`src/core/ctmr_pkg.sv`:
```
package ctmr_pkg;
   // Register pointer and bank select
   localparam logic [3:0] BANK_NORMAL   = 4'h0;
   localparam logic [3:0] BANK_COUNTER  = 4'hD;
   // Offsets within bank D
   localparam logic [3:0] OFF_CTL_FIRST = 4'h0;
   localparam logic [3:0] OFF_CTL_COMMON = 4'h1;
   localparam logic [3:0] OFF_CTL_LONG  = 4'h2;
   localparam logic [3:0] OFF_RLD_LO    = 4'h4;
   localparam logic [3:0] OFF_RLD_HI    = 4'h5;
   localparam logic [3:0] OFF_HOLD_LO   = 4'h6;
   localparam logic [3:0] OFF_HOLD_HI   = 4'h7;
   localparam logic [3:0] OFF_CAP16_LO  = 4'h8;
   localparam logic [3:0] OFF_CAP16_HI  = 4'h9;
   localparam logic [3:0] OFF_CAP_RISE  = 4'hA;
   localparam logic [3:0] OFF_CAP_FALL  = 4'hB;
   // Field positions
   localparam int BIT_ENABLE     = 7;
   localparam int BIT_SINGLE     = 6;
   localparam int BIT_TIMEOUT    = 5;
   localparam int BIT_PIN_SEL    = 4;
   localparam int BIT_EDGE_IE    = 2;
   localparam int BIT_TOUT_IE    = 1;
   localparam int BIT_MODE       = 7;
   localparam int BIT_OUT_SEL    = 6;
   localparam int BIT_FALL_FLAG  = 0;
   localparam int BIT_RISE_FLAG  = 1;
   // Reset values
   localparam logic [7:0] RST_BYTE  = 8'h00;
   localparam logic [7:0] ALL_ONES8 = 8'hFF;
   localparam logic [15:0] ALL_ONES16 = 16'hFFFF;
   // Combining logic codes
   localparam logic [1:0] LOGIC_AND = 2'h0;
   localparam logic [1:0] LOGIC_OR  = 2'h1;
   localparam logic [1:0] LOGIC_NOR = 2'h2;
   // Edge select codes
   localparam logic [1:0] EDGE_FALL = 2'h0;
   localparam logic [1:0] EDGE_RISE = 2'h1;
   localparam logic [1:0] EDGE_BOTH = 2'h2;
   // Transmit submodes
   localparam logic [1:0] SUB_NORMAL = 2'h0;
   localparam logic [1:0] SUB_PONG   = 2'h1;
   localparam logic [1:0] SUB_LOW    = 2'h2;
   // Filter lengths in sample-clock cycles
   localparam logic [4:0] FILT_4  = 5'h04;
   localparam logic [4:0] FILT_8  = 5'h08;
   localparam logic [4:0] FILT_16 = 5'h10;
   // Sample clock divider from MCLK
   localparam logic [3:0] SCLK_DIV = 4'h4;
   typedef enum logic [2:0] {
      DM_IDLE = 3'b001,
      DM_ARM  = 3'b010,
      DM_RUN  = 3'b100
   } demod_state_t;
endpackage

```
`src/core/glitch_filter.sv`:
```
`timescale 1ns/1ps
`default_nettype none
module glitch_filter (
   input  wire logic       MCLK,
   input  wire logic       RST,
   input  wire logic       tick,
   input  wire logic [1:0] sel,
   input  wire logic       din,
   output logic            dout
);
   logic [4:0] cnt_q;
   logic       out_q;
   wire  [4:0] need = (sel == 2'h1) ? ctmr_pkg::FILT_4 :
                      (sel == 2'h2) ? ctmr_pkg::FILT_8 : ctmr_pkg::FILT_16;
   wire        bypass = (sel == 2'h0);
   wire        differ = (din != out_q);
   assign dout = bypass ? din : out_q;
   // Level must hold for the whole window before it passes
   always_ff @(posedge MCLK) begin
      if (RST) begin
         cnt_q <= 5'h00;
         out_q <= 1'b0;
      end else if (bypass) begin
         cnt_q <= 5'h00;
         out_q <= din;
      end else if (!differ) begin
         cnt_q <= 5'h00;
      end else if (tick) begin
         if (cnt_q + 5'h01 >= need) begin
            out_q <= din;
            cnt_q <= 5'h00;
         end else begin
            cnt_q <= cnt_q + 5'h01;
         end
      end
   end
endmodule
`default_nettype wire

```
`src/core/pin_sync.sv`:
```
`timescale 1ns/1ps
`default_nettype none
module pin_sync (
   input  wire logic MCLK,
   input  wire logic RST,
   input  wire logic din,
   output logic      dout
);
   logic s1_q;
   logic s2_q;
   logic s3_q;
   logic out_q;
   assign dout = out_q;
   // Change accepted only when stages two and three agree
   always_ff @(posedge MCLK) begin
      if (RST) begin
         s1_q  <= 1'b0;
         s2_q  <= 1'b0;
         s3_q  <= 1'b0;
         out_q <= 1'b0;
      end else begin
         s1_q <= din;
         s2_q <= s1_q;
         s3_q <= s2_q;
         if (s2_q == s3_q) begin
            out_q <= s3_q;
         end
      end
   end
endmodule
`default_nettype wire

```
`src/core/dual_counter_demod_timer.sv`:
```
// Overview of operation
// - Counter registers appear in low sixteen addresses only when pointer bank nibble is D.
// - Long capture high byte register, readable and writable.
// - Long capture low byte register, readable and writable.
// - Long hold high and low byte registers, readable and writable.
// - Common control bit 7 selects transmit (0, reset) or demodulation (1).
// - Bit 6 routes combined pin in transmit, picks input pin in demodulation.
// - Transmit bits 5:4 combine outputs as AND, OR, NOR, NAND.
// - Demodulation bits 5:4 select falling, rising or both edges; 11 reserved.
// - Transmit bits 3:2 pick normal, ping-pong, long output low or high.
// - Demodulation bits 3:2 pick no filter, 4, 8 or 16 sample cycles.
// - Bit 0 sets long output start level, or is falling-edge flag cleared by 1.
// - Bit 1 sets short output start level, or is rising-edge flag cleared by 1.
// - Later edges store inverted short count in rising or falling capture.
// - Captured edge sets its flag and requests interrupt when edge enable set.
// - After capture the short counter reloads 00FF (low byte all ones) and keeps counting.
// - Short counter zero in demodulation sets time-out, optional interrupt, continues.
// - In ping-pong hardware alternates the two counters' enable bits.
// - In ping-pong each counter's time-out bit sets at its terminal count.
// - Short time-out interrupt only while counter interrupt mask bit is set.
// - A control bit routes short counter output or port value to its pin.
`timescale 1ns/1ps
`default_nettype none
module dual_counter_demod_timer (
   input  wire logic       MCLK,
   input  wire logic       RST,
   input  wire logic [7:0] REG_POINTER,
   input  wire logic [3:0] REG_ADDR,
   input  wire logic       REG_WR,
   input  wire logic       REG_RD,
   input  wire logic [7:0] REG_WDATA,
   output logic      [7:0] REG_RDATA,
   output logic            REG_HIT,
   input  wire logic       DEMOD_PIN_FIRST,
   input  wire logic       DEMOD_PIN_SECOND,
   input  wire logic       SHORT_PORT_VALUE,
   input  wire logic       COMBINED_PORT_VALUE,
   output logic            SHORT_OUT_PIN,
   output logic            COMBINED_OUT_PIN,
   output logic            EDGE_IRQ,
   output logic            TIMEOUT_IRQ,
   output logic            LONG_TIMEOUT_IRQ
);
   logic [7:0] ctl0_q, ctl1_q, ctl2_q;
   logic [7:0] rld_lo_q, rld_hi_q, hold_lo_q, hold_hi_q;
   logic [7:0] cap16_lo_q, cap16_hi_q, cap_rise_q, cap_fall_q;
   logic [15:0] short_cnt_q, long_cnt_q;
   logic        short_out_q, long_out_q;
   logic        demod_prev_q;
   logic [3:0]  div_q;
   ctmr_pkg::demod_state_t dm_q;

   // Bank D decode
   // bank gating
   wire bank_d = (REG_POINTER[3:0] == ctmr_pkg::BANK_COUNTER);
   assign REG_HIT = bank_d;
   wire wr = REG_WR & bank_d;
   function automatic logic wr_at(input logic w, input logic [3:0] a, input logic [3:0] o);
      wr_at = w && (a == o);
   endfunction
   wire wr_c0 = wr_at(wr, REG_ADDR, ctmr_pkg::OFF_CTL_FIRST);
   wire wr_c1 = wr_at(wr, REG_ADDR, ctmr_pkg::OFF_CTL_COMMON);
   wire wr_c2 = wr_at(wr, REG_ADDR, ctmr_pkg::OFF_CTL_LONG);

   wire       demod   = ctl1_q[ctmr_pkg::BIT_MODE];
   wire [1:0] fn_sel  = ctl1_q[5:4];
   wire [1:0] sub_sel = ctl1_q[3:2];
   wire       pong    = !demod && (sub_sel == ctmr_pkg::SUB_PONG);

   // Sample clock enable
   wire tick = (div_q == ctmr_pkg::SCLK_DIV - 4'h1);

   // Demodulator input path
   logic pin1_s, pin2_s, demod_f;
   pin_sync u_sync1 (.MCLK(MCLK), .RST(RST), .din(DEMOD_PIN_FIRST), .dout(pin1_s));
   pin_sync u_sync2 (.MCLK(MCLK), .RST(RST), .din(DEMOD_PIN_SECOND), .dout(pin2_s));
   wire demod_raw = ctl1_q[ctmr_pkg::BIT_OUT_SEL] ? pin2_s : pin1_s;
   glitch_filter u_filt (
      .MCLK (MCLK),
      .RST  (RST),
      .tick (tick),
      .sel  (sub_sel),
      .din  (demod_raw),
      .dout (demod_f)
   );
   wire rise = demod_f & ~demod_prev_q;
   wire fall = ~demod_f & demod_prev_q;
   wire rise_ok = rise && (fn_sel == ctmr_pkg::EDGE_RISE || fn_sel == ctmr_pkg::EDGE_BOTH);
   wire fall_ok = fall && (fn_sel == ctmr_pkg::EDGE_FALL || fn_sel == ctmr_pkg::EDGE_BOTH);
   wire edge_ok = demod && (rise_ok || fall_ok);
   wire short_en = ctl0_q[ctmr_pkg::BIT_ENABLE];
   wire long_en  = ctl2_q[ctmr_pkg::BIT_ENABLE];
   wire capture  = edge_ok && short_en && (dm_q == ctmr_pkg::DM_RUN);
   wire short_zero = (short_cnt_q == 16'h0000);
   wire long_zero  = (long_cnt_q == 16'h0000);
   wire short_tc = short_en && tick && short_zero && !capture;
   wire long_tc  = long_en && tick && long_zero && !demod;
   wire [16:0] short_reload = {1'b0, rld_hi_q, rld_lo_q};
   wire [15:0] long_reload  = {hold_hi_q, hold_lo_q};

   always_ff @(posedge MCLK) begin
      if (RST) begin
         div_q <= 4'h0;
         demod_prev_q <= 1'b0;
      end else begin
         div_q <= tick ? 4'h0 : div_q + 4'h1;
         demod_prev_q <= demod_f;
      end
   end

   // Demodulation sequencer
   // wait for first edge
   always_ff @(posedge MCLK) begin
      if (RST) begin
         dm_q <= ctmr_pkg::DM_IDLE;
      end else begin
         case (dm_q)
            ctmr_pkg::DM_IDLE: begin
               if (demod && short_en) begin
                  dm_q <= ctmr_pkg::DM_ARM;
               end
            end
            ctmr_pkg::DM_ARM: begin
               if (!(demod && short_en)) begin
                  dm_q <= ctmr_pkg::DM_IDLE;
               end else if (edge_ok) begin
                  dm_q <= ctmr_pkg::DM_RUN;
               end
            end
            ctmr_pkg::DM_RUN: begin
               if (!(demod && short_en)) begin
                  dm_q <= ctmr_pkg::DM_IDLE;
               end
            end
            default: dm_q <= ctmr_pkg::DM_IDLE;
         endcase
      end
   end

   // Short counter
   always_ff @(posedge MCLK) begin
      if (RST) begin
         short_cnt_q <= ctmr_pkg::ALL_ONES16;
      end else if (!short_en) begin
         short_cnt_q <= short_reload[15:0];
      end else if (demod) begin
         if (capture || (dm_q == ctmr_pkg::DM_ARM && edge_ok)) begin
            short_cnt_q <= {8'h00, ctmr_pkg::ALL_ONES8};
         end else if (tick && dm_q == ctmr_pkg::DM_RUN) begin
            short_cnt_q <= short_zero ? {8'h00, ctmr_pkg::ALL_ONES8}
                                      : short_cnt_q - 16'h0001;
         end
      end else if (tick) begin
         short_cnt_q <= short_zero ? short_reload[15:0] : short_cnt_q - 16'h0001;
      end
   end

   // Long counter
   always_ff @(posedge MCLK) begin
      if (RST) begin
         long_cnt_q <= ctmr_pkg::ALL_ONES16;
      end else if (!long_en || demod) begin
         long_cnt_q <= long_reload;
      end else if (tick) begin
         long_cnt_q <= long_zero ? long_reload : long_cnt_q - 16'h0001;
      end
   end

   // Capture registers
   always_ff @(posedge MCLK) begin
      if (RST) begin
         cap_rise_q <= ctmr_pkg::RST_BYTE;
         cap_fall_q <= ctmr_pkg::RST_BYTE;
         cap16_lo_q <= ctmr_pkg::RST_BYTE;
         cap16_hi_q <= ctmr_pkg::RST_BYTE;
      end else begin
         if (capture && rise_ok) begin
            cap_rise_q <= ~short_cnt_q[7:0];
         end else if (wr_at(wr, REG_ADDR, ctmr_pkg::OFF_CAP_RISE)) begin
            cap_rise_q <= REG_WDATA;
         end
         if (capture && fall_ok) begin
            cap_fall_q <= ~short_cnt_q[7:0];
         end else if (wr_at(wr, REG_ADDR, ctmr_pkg::OFF_CAP_FALL)) begin
            cap_fall_q <= REG_WDATA;
         end
         if (wr_at(wr, REG_ADDR, ctmr_pkg::OFF_CAP16_HI)) begin
            cap16_hi_q <= REG_WDATA;
         end
         if (wr_at(wr, REG_ADDR, ctmr_pkg::OFF_CAP16_LO)) begin
            cap16_lo_q <= REG_WDATA;
         end
      end
   end

   // Plain data registers
   always_ff @(posedge MCLK) begin
      if (RST) begin
         rld_lo_q  <= ctmr_pkg::RST_BYTE;
         rld_hi_q  <= ctmr_pkg::RST_BYTE;
         hold_lo_q <= ctmr_pkg::RST_BYTE;
         hold_hi_q <= ctmr_pkg::RST_BYTE;
      end else begin
         if (wr_at(wr, REG_ADDR, ctmr_pkg::OFF_RLD_LO)) begin
            rld_lo_q <= REG_WDATA;
         end
         if (wr_at(wr, REG_ADDR, ctmr_pkg::OFF_RLD_HI)) begin
            rld_hi_q <= REG_WDATA;
         end
         if (wr_at(wr, REG_ADDR, ctmr_pkg::OFF_HOLD_LO)) begin
            hold_lo_q <= REG_WDATA;
         end
         if (wr_at(wr, REG_ADDR, ctmr_pkg::OFF_HOLD_HI)) begin
            hold_hi_q <= REG_WDATA;
         end
      end
   end

   // Control registers; hardware set wins over software write
   wire short_tout_set = short_tc && (demod || pong || short_en);
   always_ff @(posedge MCLK) begin
      if (RST) begin
         ctl0_q <= ctmr_pkg::RST_BYTE;
         ctl2_q <= ctmr_pkg::RST_BYTE;
      end else begin
         ctl0_q <= wr_c0 ? REG_WDATA : ctl0_q;
         ctl2_q <= wr_c2 ? REG_WDATA : ctl2_q;
         if (short_tout_set) begin
            ctl0_q[ctmr_pkg::BIT_TIMEOUT] <= 1'b1;
         end
         if (long_tc) begin
            ctl2_q[ctmr_pkg::BIT_TIMEOUT] <= 1'b1;
         end
         if (pong && short_tc) begin
            ctl0_q[ctmr_pkg::BIT_ENABLE] <= 1'b0;
            ctl2_q[ctmr_pkg::BIT_ENABLE] <= 1'b1;
         end else if (pong && long_tc) begin
            ctl2_q[ctmr_pkg::BIT_ENABLE] <= 1'b0;
            ctl0_q[ctmr_pkg::BIT_ENABLE] <= 1'b1;
         end else if (!pong) begin
            // Single-pass stops at terminal count in transmit only
            if (short_tc && !demod && ctl0_q[ctmr_pkg::BIT_SINGLE]) begin
               ctl0_q[ctmr_pkg::BIT_ENABLE] <= 1'b0;
            end
            if (long_tc && ctl2_q[ctmr_pkg::BIT_SINGLE]) begin
               ctl2_q[ctmr_pkg::BIT_ENABLE] <= 1'b0;
            end
         end
      end
   end

   // Common control: flags in demod are write-one-to-clear
   // mode bit, transmit after reset
   always_ff @(posedge MCLK) begin
      if (RST) begin
         ctl1_q <= ctmr_pkg::RST_BYTE;
      end else begin
         if (wr_c1) begin
            ctl1_q[7:2] <= REG_WDATA[7:2];
            if (!demod) begin
               ctl1_q[1:0] <= REG_WDATA[1:0];
            end
         end
         if (demod) begin
            if (capture && fall_ok) begin
               ctl1_q[ctmr_pkg::BIT_FALL_FLAG] <= 1'b1;
            end else if (wr_c1 && REG_WDATA[ctmr_pkg::BIT_FALL_FLAG]) begin
               ctl1_q[ctmr_pkg::BIT_FALL_FLAG] <= 1'b0;
            end
            if (capture && rise_ok) begin
               ctl1_q[ctmr_pkg::BIT_RISE_FLAG] <= 1'b1;
            end else if (wr_c1 && REG_WDATA[ctmr_pkg::BIT_RISE_FLAG]) begin
               ctl1_q[ctmr_pkg::BIT_RISE_FLAG] <= 1'b0;
            end
         end
      end
   end

   // Waveform outputs
   always_ff @(posedge MCLK) begin
      if (RST) begin
         short_out_q <= 1'b0;
         long_out_q  <= 1'b0;
      end else if (!demod) begin
         if (!short_en) begin
            short_out_q <= ctl1_q[ctmr_pkg::BIT_RISE_FLAG];
         end else if (short_tc) begin
            short_out_q <= ~short_out_q;
         end
         if (sub_sel == ctmr_pkg::SUB_LOW) begin
            long_out_q <= 1'b0;
         end else if (sub_sel == 2'h3) begin
            long_out_q <= 1'b1;
         end else if (!long_en && !short_en) begin
            long_out_q <= ctl1_q[ctmr_pkg::BIT_FALL_FLAG];
         end else if (long_tc) begin
            long_out_q <= ~long_out_q;
         end
      end
   end

   function automatic logic combine(input logic [1:0] f, input logic a, input logic b);
      case (f)
         ctmr_pkg::LOGIC_AND: combine = a & b;
         ctmr_pkg::LOGIC_OR:  combine = a | b;
         ctmr_pkg::LOGIC_NOR: combine = ~(a | b);
         default:             combine = ~(a & b);
      endcase
   endfunction
   wire combined = combine(fn_sel, short_out_q, long_out_q);
   assign COMBINED_OUT_PIN = (!demod && ctl1_q[ctmr_pkg::BIT_OUT_SEL]) ? combined
                                                                       : COMBINED_PORT_VALUE;
   assign SHORT_OUT_PIN = ctl0_q[ctmr_pkg::BIT_PIN_SEL] ? short_out_q : SHORT_PORT_VALUE;

   // Interrupt requests as levels from sticky flags
   // edge interrupt
   assign EDGE_IRQ = demod && ctl0_q[ctmr_pkg::BIT_EDGE_IE] && (ctl1_q[1:0] != 2'b00);
   assign TIMEOUT_IRQ = ctl0_q[ctmr_pkg::BIT_TOUT_IE] && ctl0_q[ctmr_pkg::BIT_TIMEOUT];
   assign LONG_TIMEOUT_IRQ = ctl2_q[ctmr_pkg::BIT_TOUT_IE] && ctl2_q[ctmr_pkg::BIT_TIMEOUT];

   // Read mux
   logic [7:0] rd_d;
   always_comb begin
      case (REG_ADDR)
         ctmr_pkg::OFF_CTL_FIRST:  rd_d = ctl0_q;
         ctmr_pkg::OFF_CTL_COMMON: rd_d = ctl1_q;
         ctmr_pkg::OFF_CTL_LONG:   rd_d = ctl2_q;
         ctmr_pkg::OFF_RLD_LO:     rd_d = rld_lo_q;
         ctmr_pkg::OFF_RLD_HI:     rd_d = rld_hi_q;
         ctmr_pkg::OFF_HOLD_LO:    rd_d = hold_lo_q;
         ctmr_pkg::OFF_HOLD_HI:    rd_d = hold_hi_q;
         ctmr_pkg::OFF_CAP16_LO:   rd_d = cap16_lo_q;
         ctmr_pkg::OFF_CAP16_HI:   rd_d = cap16_hi_q;
         ctmr_pkg::OFF_CAP_RISE:   rd_d = cap_rise_q;
         ctmr_pkg::OFF_CAP_FALL:   rd_d = cap_fall_q;
         default:                  rd_d = ctmr_pkg::RST_BYTE;
      endcase
   end
   // Registered read data so software sees a stable byte
   logic [7:0] rdata_q;
   always_ff @(posedge MCLK) begin
      if (RST) begin
         rdata_q <= ctmr_pkg::RST_BYTE;
      end else if (REG_RD && bank_d) begin
         rdata_q <= rd_d;
      end
   end
   assign REG_RDATA = rdata_q;
endmodule
`default_nettype wire

```
`config.mk`:
```
export PLATFORM = sky130hd
export DESIGN_NAME = dual_counter_demod_timer
export DESIGN_NICKNAME = d
export VERILOG_FILES = /design/src/core/ctmr_pkg.sv /design/src/core/glitch_filter.sv /design/src/core/pin_sync.sv /design/src/core/dual_counter_demod_timer.sv
export SDC_FILE = /design/constraint.sdc
export NUM_CORES = 1
export LEC_CHECK = 0
export BUFFER_PORTS_ARGS = -buffer_cell sky130_fd_sc_hd__buf_4
export CELL_PAD_IN_SITES_DETAIL_PLACEMENT = 0
export CELL_PAD_IN_SITES_GLOBAL_PLACEMENT = 1
export CORE_MARGIN = 8
export CORE_UTILIZATION = 45
export DETAILED_ROUTE_END_ITERATION = 12
export HOLD_SLACK_MARGIN = 0.05
export PLACE_DENSITY_LB_ADDON = 0.1
export SYNTH_ARGS = -nofsm -noshare
export SYNTH_HDL_FRONTEND = slang
export SYNTH_HIERARCHICAL = 1
export SYNTH_SLANG_ARGS = --single-unit
```
`constraint.sdc`:
```
create_clock -name MCLK -period 3.25 [get_ports MCLK]
set_input_delay 0.4875 -clock MCLK [delete_from_list [all_inputs] [get_ports MCLK]]
set_output_delay 0.4875 -clock MCLK [all_outputs]
set_load 0.01 [all_outputs]
```
==> results.json <==
{
  "globalplace.congestion": 0.844,
  "ir_worst_vdd_uv": 386,
  "grt-ovfl-total": 0,
  "async_reset_ff_share_pct": 0,
  "port_buffers": 37,
  "n_fill_cell": 1807,
  "dp_hpwl_um": 17200,
  "clock-sinks": 152,
  "worst_pin_slew_ns": 0.846,
  "syn_inst": 1007,
  "antenna_left": 0,
  "grt_max_degree": 81,
  "htreeDepth": 4,
  "drtIter0Drc": 672,
  "drive_gt1_share_pct": 14.3,
  "synth_flop_cell": "dfxtp_1",
  "critPathKind": "register to register",
  "drtPass1Iterations": 5,
  "cts_buffer_depth": 2,
  "reg2reg_depth": 8,
  "ys_warn_count": 6,
  "grt_pass1_wl_um": 39700,
  "antenna_found_initial": 0,
  "numCtsBuffers": 17,
  "cts_tree": "yes",
  "rsz0062_at_grt": "false",
  "r2r_slack_ns": 0.45,
  "run_status": "complete, no violations",
  "cp.arrival_ns": 3.13,
  "ys_types": 76,
  "clock.fmax_mhz": 357,
  "path_buf_inv": 2,
  "antenna_cells": 0,
  "vias": 7468,
  "wl_um": 25200,
  "start_util_pct": 45.7,
  "drc": 0,
  "min_path_cells": 2,
  "cap_violations": 0,
  "finalSetupTns_ns": 0,
  "syn2layout_area_growth_pct": 12.7,
  "end_kind": "register",
  "syn_area_sq_um": 8210,
  "finalCritPeriodShare_pct": 86.2,
  "dpl.cell_count": 1222,
  "skew_ns": 0.00985,
  "fin_crit_ns": 2.80,
  "die_w_um": 151,
  "place_ws_ns": 0.466,
  "final_common_cell": "dfxtp_1",
  "finalSetupViolations": 0,
  "cp_max_fo": 7,
  "avgRoutedWirePerCell_um": 20.1,
  "grt_use_total_pct": 22.5,
  "cpPeakStageDelay_ns": 0.45,
  "path_cells": "mux2_2 -> mux2_2 -> o31a_1 -> o41ai_2 -> buf_4 -> buf_4 -> a21oi_1 -> a221o_1",
  "synth.avg_cell_area_sq_um": 8.16,
  "cp.depth": 8,
  "cts_setup_buffers": 0,
  "core_area_sq_um": 18000,
  "clkTransAtPathRegs_ns": 0.07,
  "p_per_area_nw_per_um2": 461,
  "cp-start-kind": "register",
  "cts_root_buf": "clkbuf_16",
  "die_h_um": 151,
  "synth_seq_cells": 152,
  "rows": 49,
  "layout_common_cells": "152 x dfxtp_1, 111 x a21oi_1, 102 x nand2_1",
  "synth-edff-count": 0,
  "grt_pass1_vias": 6955,
  "crit_family": "compound AO/OA/AOI/OAI gates",
  "hp-class": "primary input to register",
  "synth_nets": 1052,
  "crit_slowest_cell": "dfxtp_1",
  "clk_latency_ns": 0.44,
  "critPathRequiredTime_ns": 3.58,
  "hold_viol": 0,
  "drv_slew": 0,
  "cts_hold_buf": 0,
  "setup_ws_ns": 0.447,
  "nNetsFinal": 1057,
  "p_leak_nw": 3.41,
  "seq_area_frac_synth_pct": 37.1,
  "max_slew_margin_pct": 43.6,
  "io_pins": 42,
  "instances_no_fill": 1254,
  "viasPerCell": 5.96,
  "ctsResizeCount": 0,
  "dieArea_sq_um": 22800
}
## routing by layer
| metal | vias up | global-route usage (%) | share of wire [%] |
|---|---|---|---|
| met4 | 0 | 7.62 | 1.9 |
| met2 | 193 | 35.4 | 46 |
| met1 | 3572 | 30.9 | 47 |
| met3 | 32 | 3.41 | 4.5 |
| met5 | - | 0 | 0 |
| li1 | 3671 | - | - |
## worst reg2reg max path, cell delays in order, from the launching register on
cell and delay (ns):
dfxtp_1 0.45, mux2_2 0.39, mux2_2 0.31, o31a_1 0.33, o41ai_2 0.43, buf_4 0.23, buf_4 0.16, a21oi_1 0.05
a221o_1 0.33
## registers in the layout (all words and copies together) (netlist names), 3 cells and up
| signal | cells |
|---|---|
| rld_lo_q | 8 |
| rld_hi_q | 8 |
| div_q | 4 |
| cap_fall_q | 8 |
| cap16_lo_q | 8 |
| u_filt/cnt_q | 5 |
| long_cnt_q | 16 |
| ctl0_q | 8 |
| ctl2_q | 8 |
| dm_q | 3 |
| hold_lo_q | 8 |
| hold_hi_q | 8 |
| ctl1_q | 8 |
| cap_rise_q | 8 |
| short_cnt_q | 16 |
| cap16_hi_q | 8 |
| REG_RDATA | 8 |
## metrics by stage
step | total power [mW] | utilization [%] | cell area [sq um] | hold slack [ns]
2_1_floorplan | 2.13 | - | 8210 | 0.414
3_3_place_gp | 2.23 | 48.2 | 8650 | 0.419
3_5_place_dp | 2.23 | 48.2 | 8650 | 0.432
4_1_cts | 4.30 | 51.5 | 9260 | 0.255
5_1_grt | 4.40 | 51.5 | 9260 | 0.256
6_report | 4.26 | 51.5 | 9260 | 0.268
## cell families after synthesis
family	Yosys count	share of synthesized area, %
muxes	59	7.75
buffers and inverters	101	5.15
and+or+nand+nor	392	24.7
DFF	152	37.1
adders and majority gates	17	2.59
xor gates and xnor gates	16	1.71
AOI/OAI and AO/OA	270	21.0
## worst paths after layout
| kind | start | endpoint |
|---|---|---|
| max | ctl1_q[6]$_SDFFE_PP0P_ | short_cnt_q[10]$_SDFFE_PP1P_ |
| min | DEMOD_PIN_FIRST | u_sync1/s1_q$_SDFF_PP0_ |
| max reg2reg | ctl1_q[6]$_SDFFE_PP0P_ | short_cnt_q[10]$_SDFFE_PP1P_ |
| min reg2reg | u_sync2/s1_q$_SDFF_PP0_ | u_sync2/s2_q$_SDFF_PP0_ |
## cell usage after synthesis (all sizes together) (7+ instances only)
| library cell | instances | area share [%] |
|---|---|---|
| nor2b | 21 | 1.6 |
| ha | 17 | 2.6 |
| xor2 | 7 | 0.75 |
| nand3b | 9 | 0.82 |
| or3 | 9 | 0.75 |
| buf | 17 | 1.3 |
| nor3b | 11 | 1.2 |
| nor2 | 77 | 3.5 |
| nand3 | 70 | 4.3 |
| o22ai | 12 | 0.91 |
| a31oi | 9 | 0.69 |
| mux2i | 31 | 3.8 |
| nand4 | 8 | 0.69 |
| xnor2 | 9 | 0.96 |
| dfxtp | 152 | 37 |
| nand2b | 11 | 0.84 |
| nor4 | 11 | 1.6 |
| inv | 21 | 0.96 |
| clkbuf | 62 | 2.8 |
| a211oi | 25 | 2.3 |
| nand2 | 102 | 4.7 |
| a21oi | 111 | 6.8 |
| a211o | 8 | 0.85 |
| nor3 | 34 | 2.1 |
| o21ai | 34 | 2.1 |
| mux2 | 27 | 3.7 |
| a22oi | 11 | 1.0 |
## cell type report
type | instances | area [sq um] | share of cell area [%]
Inverter | 22 | 82.6 | 0.892
Clock inverter | 12 | 149 | 1.61
Clock buffer | 20 | 457 | 4.93
Sequential cell | 152 | 3040 | 32.9
Timing Repair Buffer | 65 | 488 | 5.27
Multi-Input combinational cell | 754 | 4750 | 51.3
Tap cell | 229 | 287 | 3.10
## where the power goes
| group | total [mW] | leakage [nW] | internal (mW) | switching (mW) |
|---|---|---|---|---|
| logic | 0.258 | 1.87 | 0.0877 | 0.170 |
| registers | 1.93 | 1.24 | 1.89 | 0.0407 |
| clock network | 2.07 | 0.300 | 1.25 | 0.826 |
| total | 4.26 | 3.41 | 3.23 | 1.04 |
(Power assumes the default switching activity.)
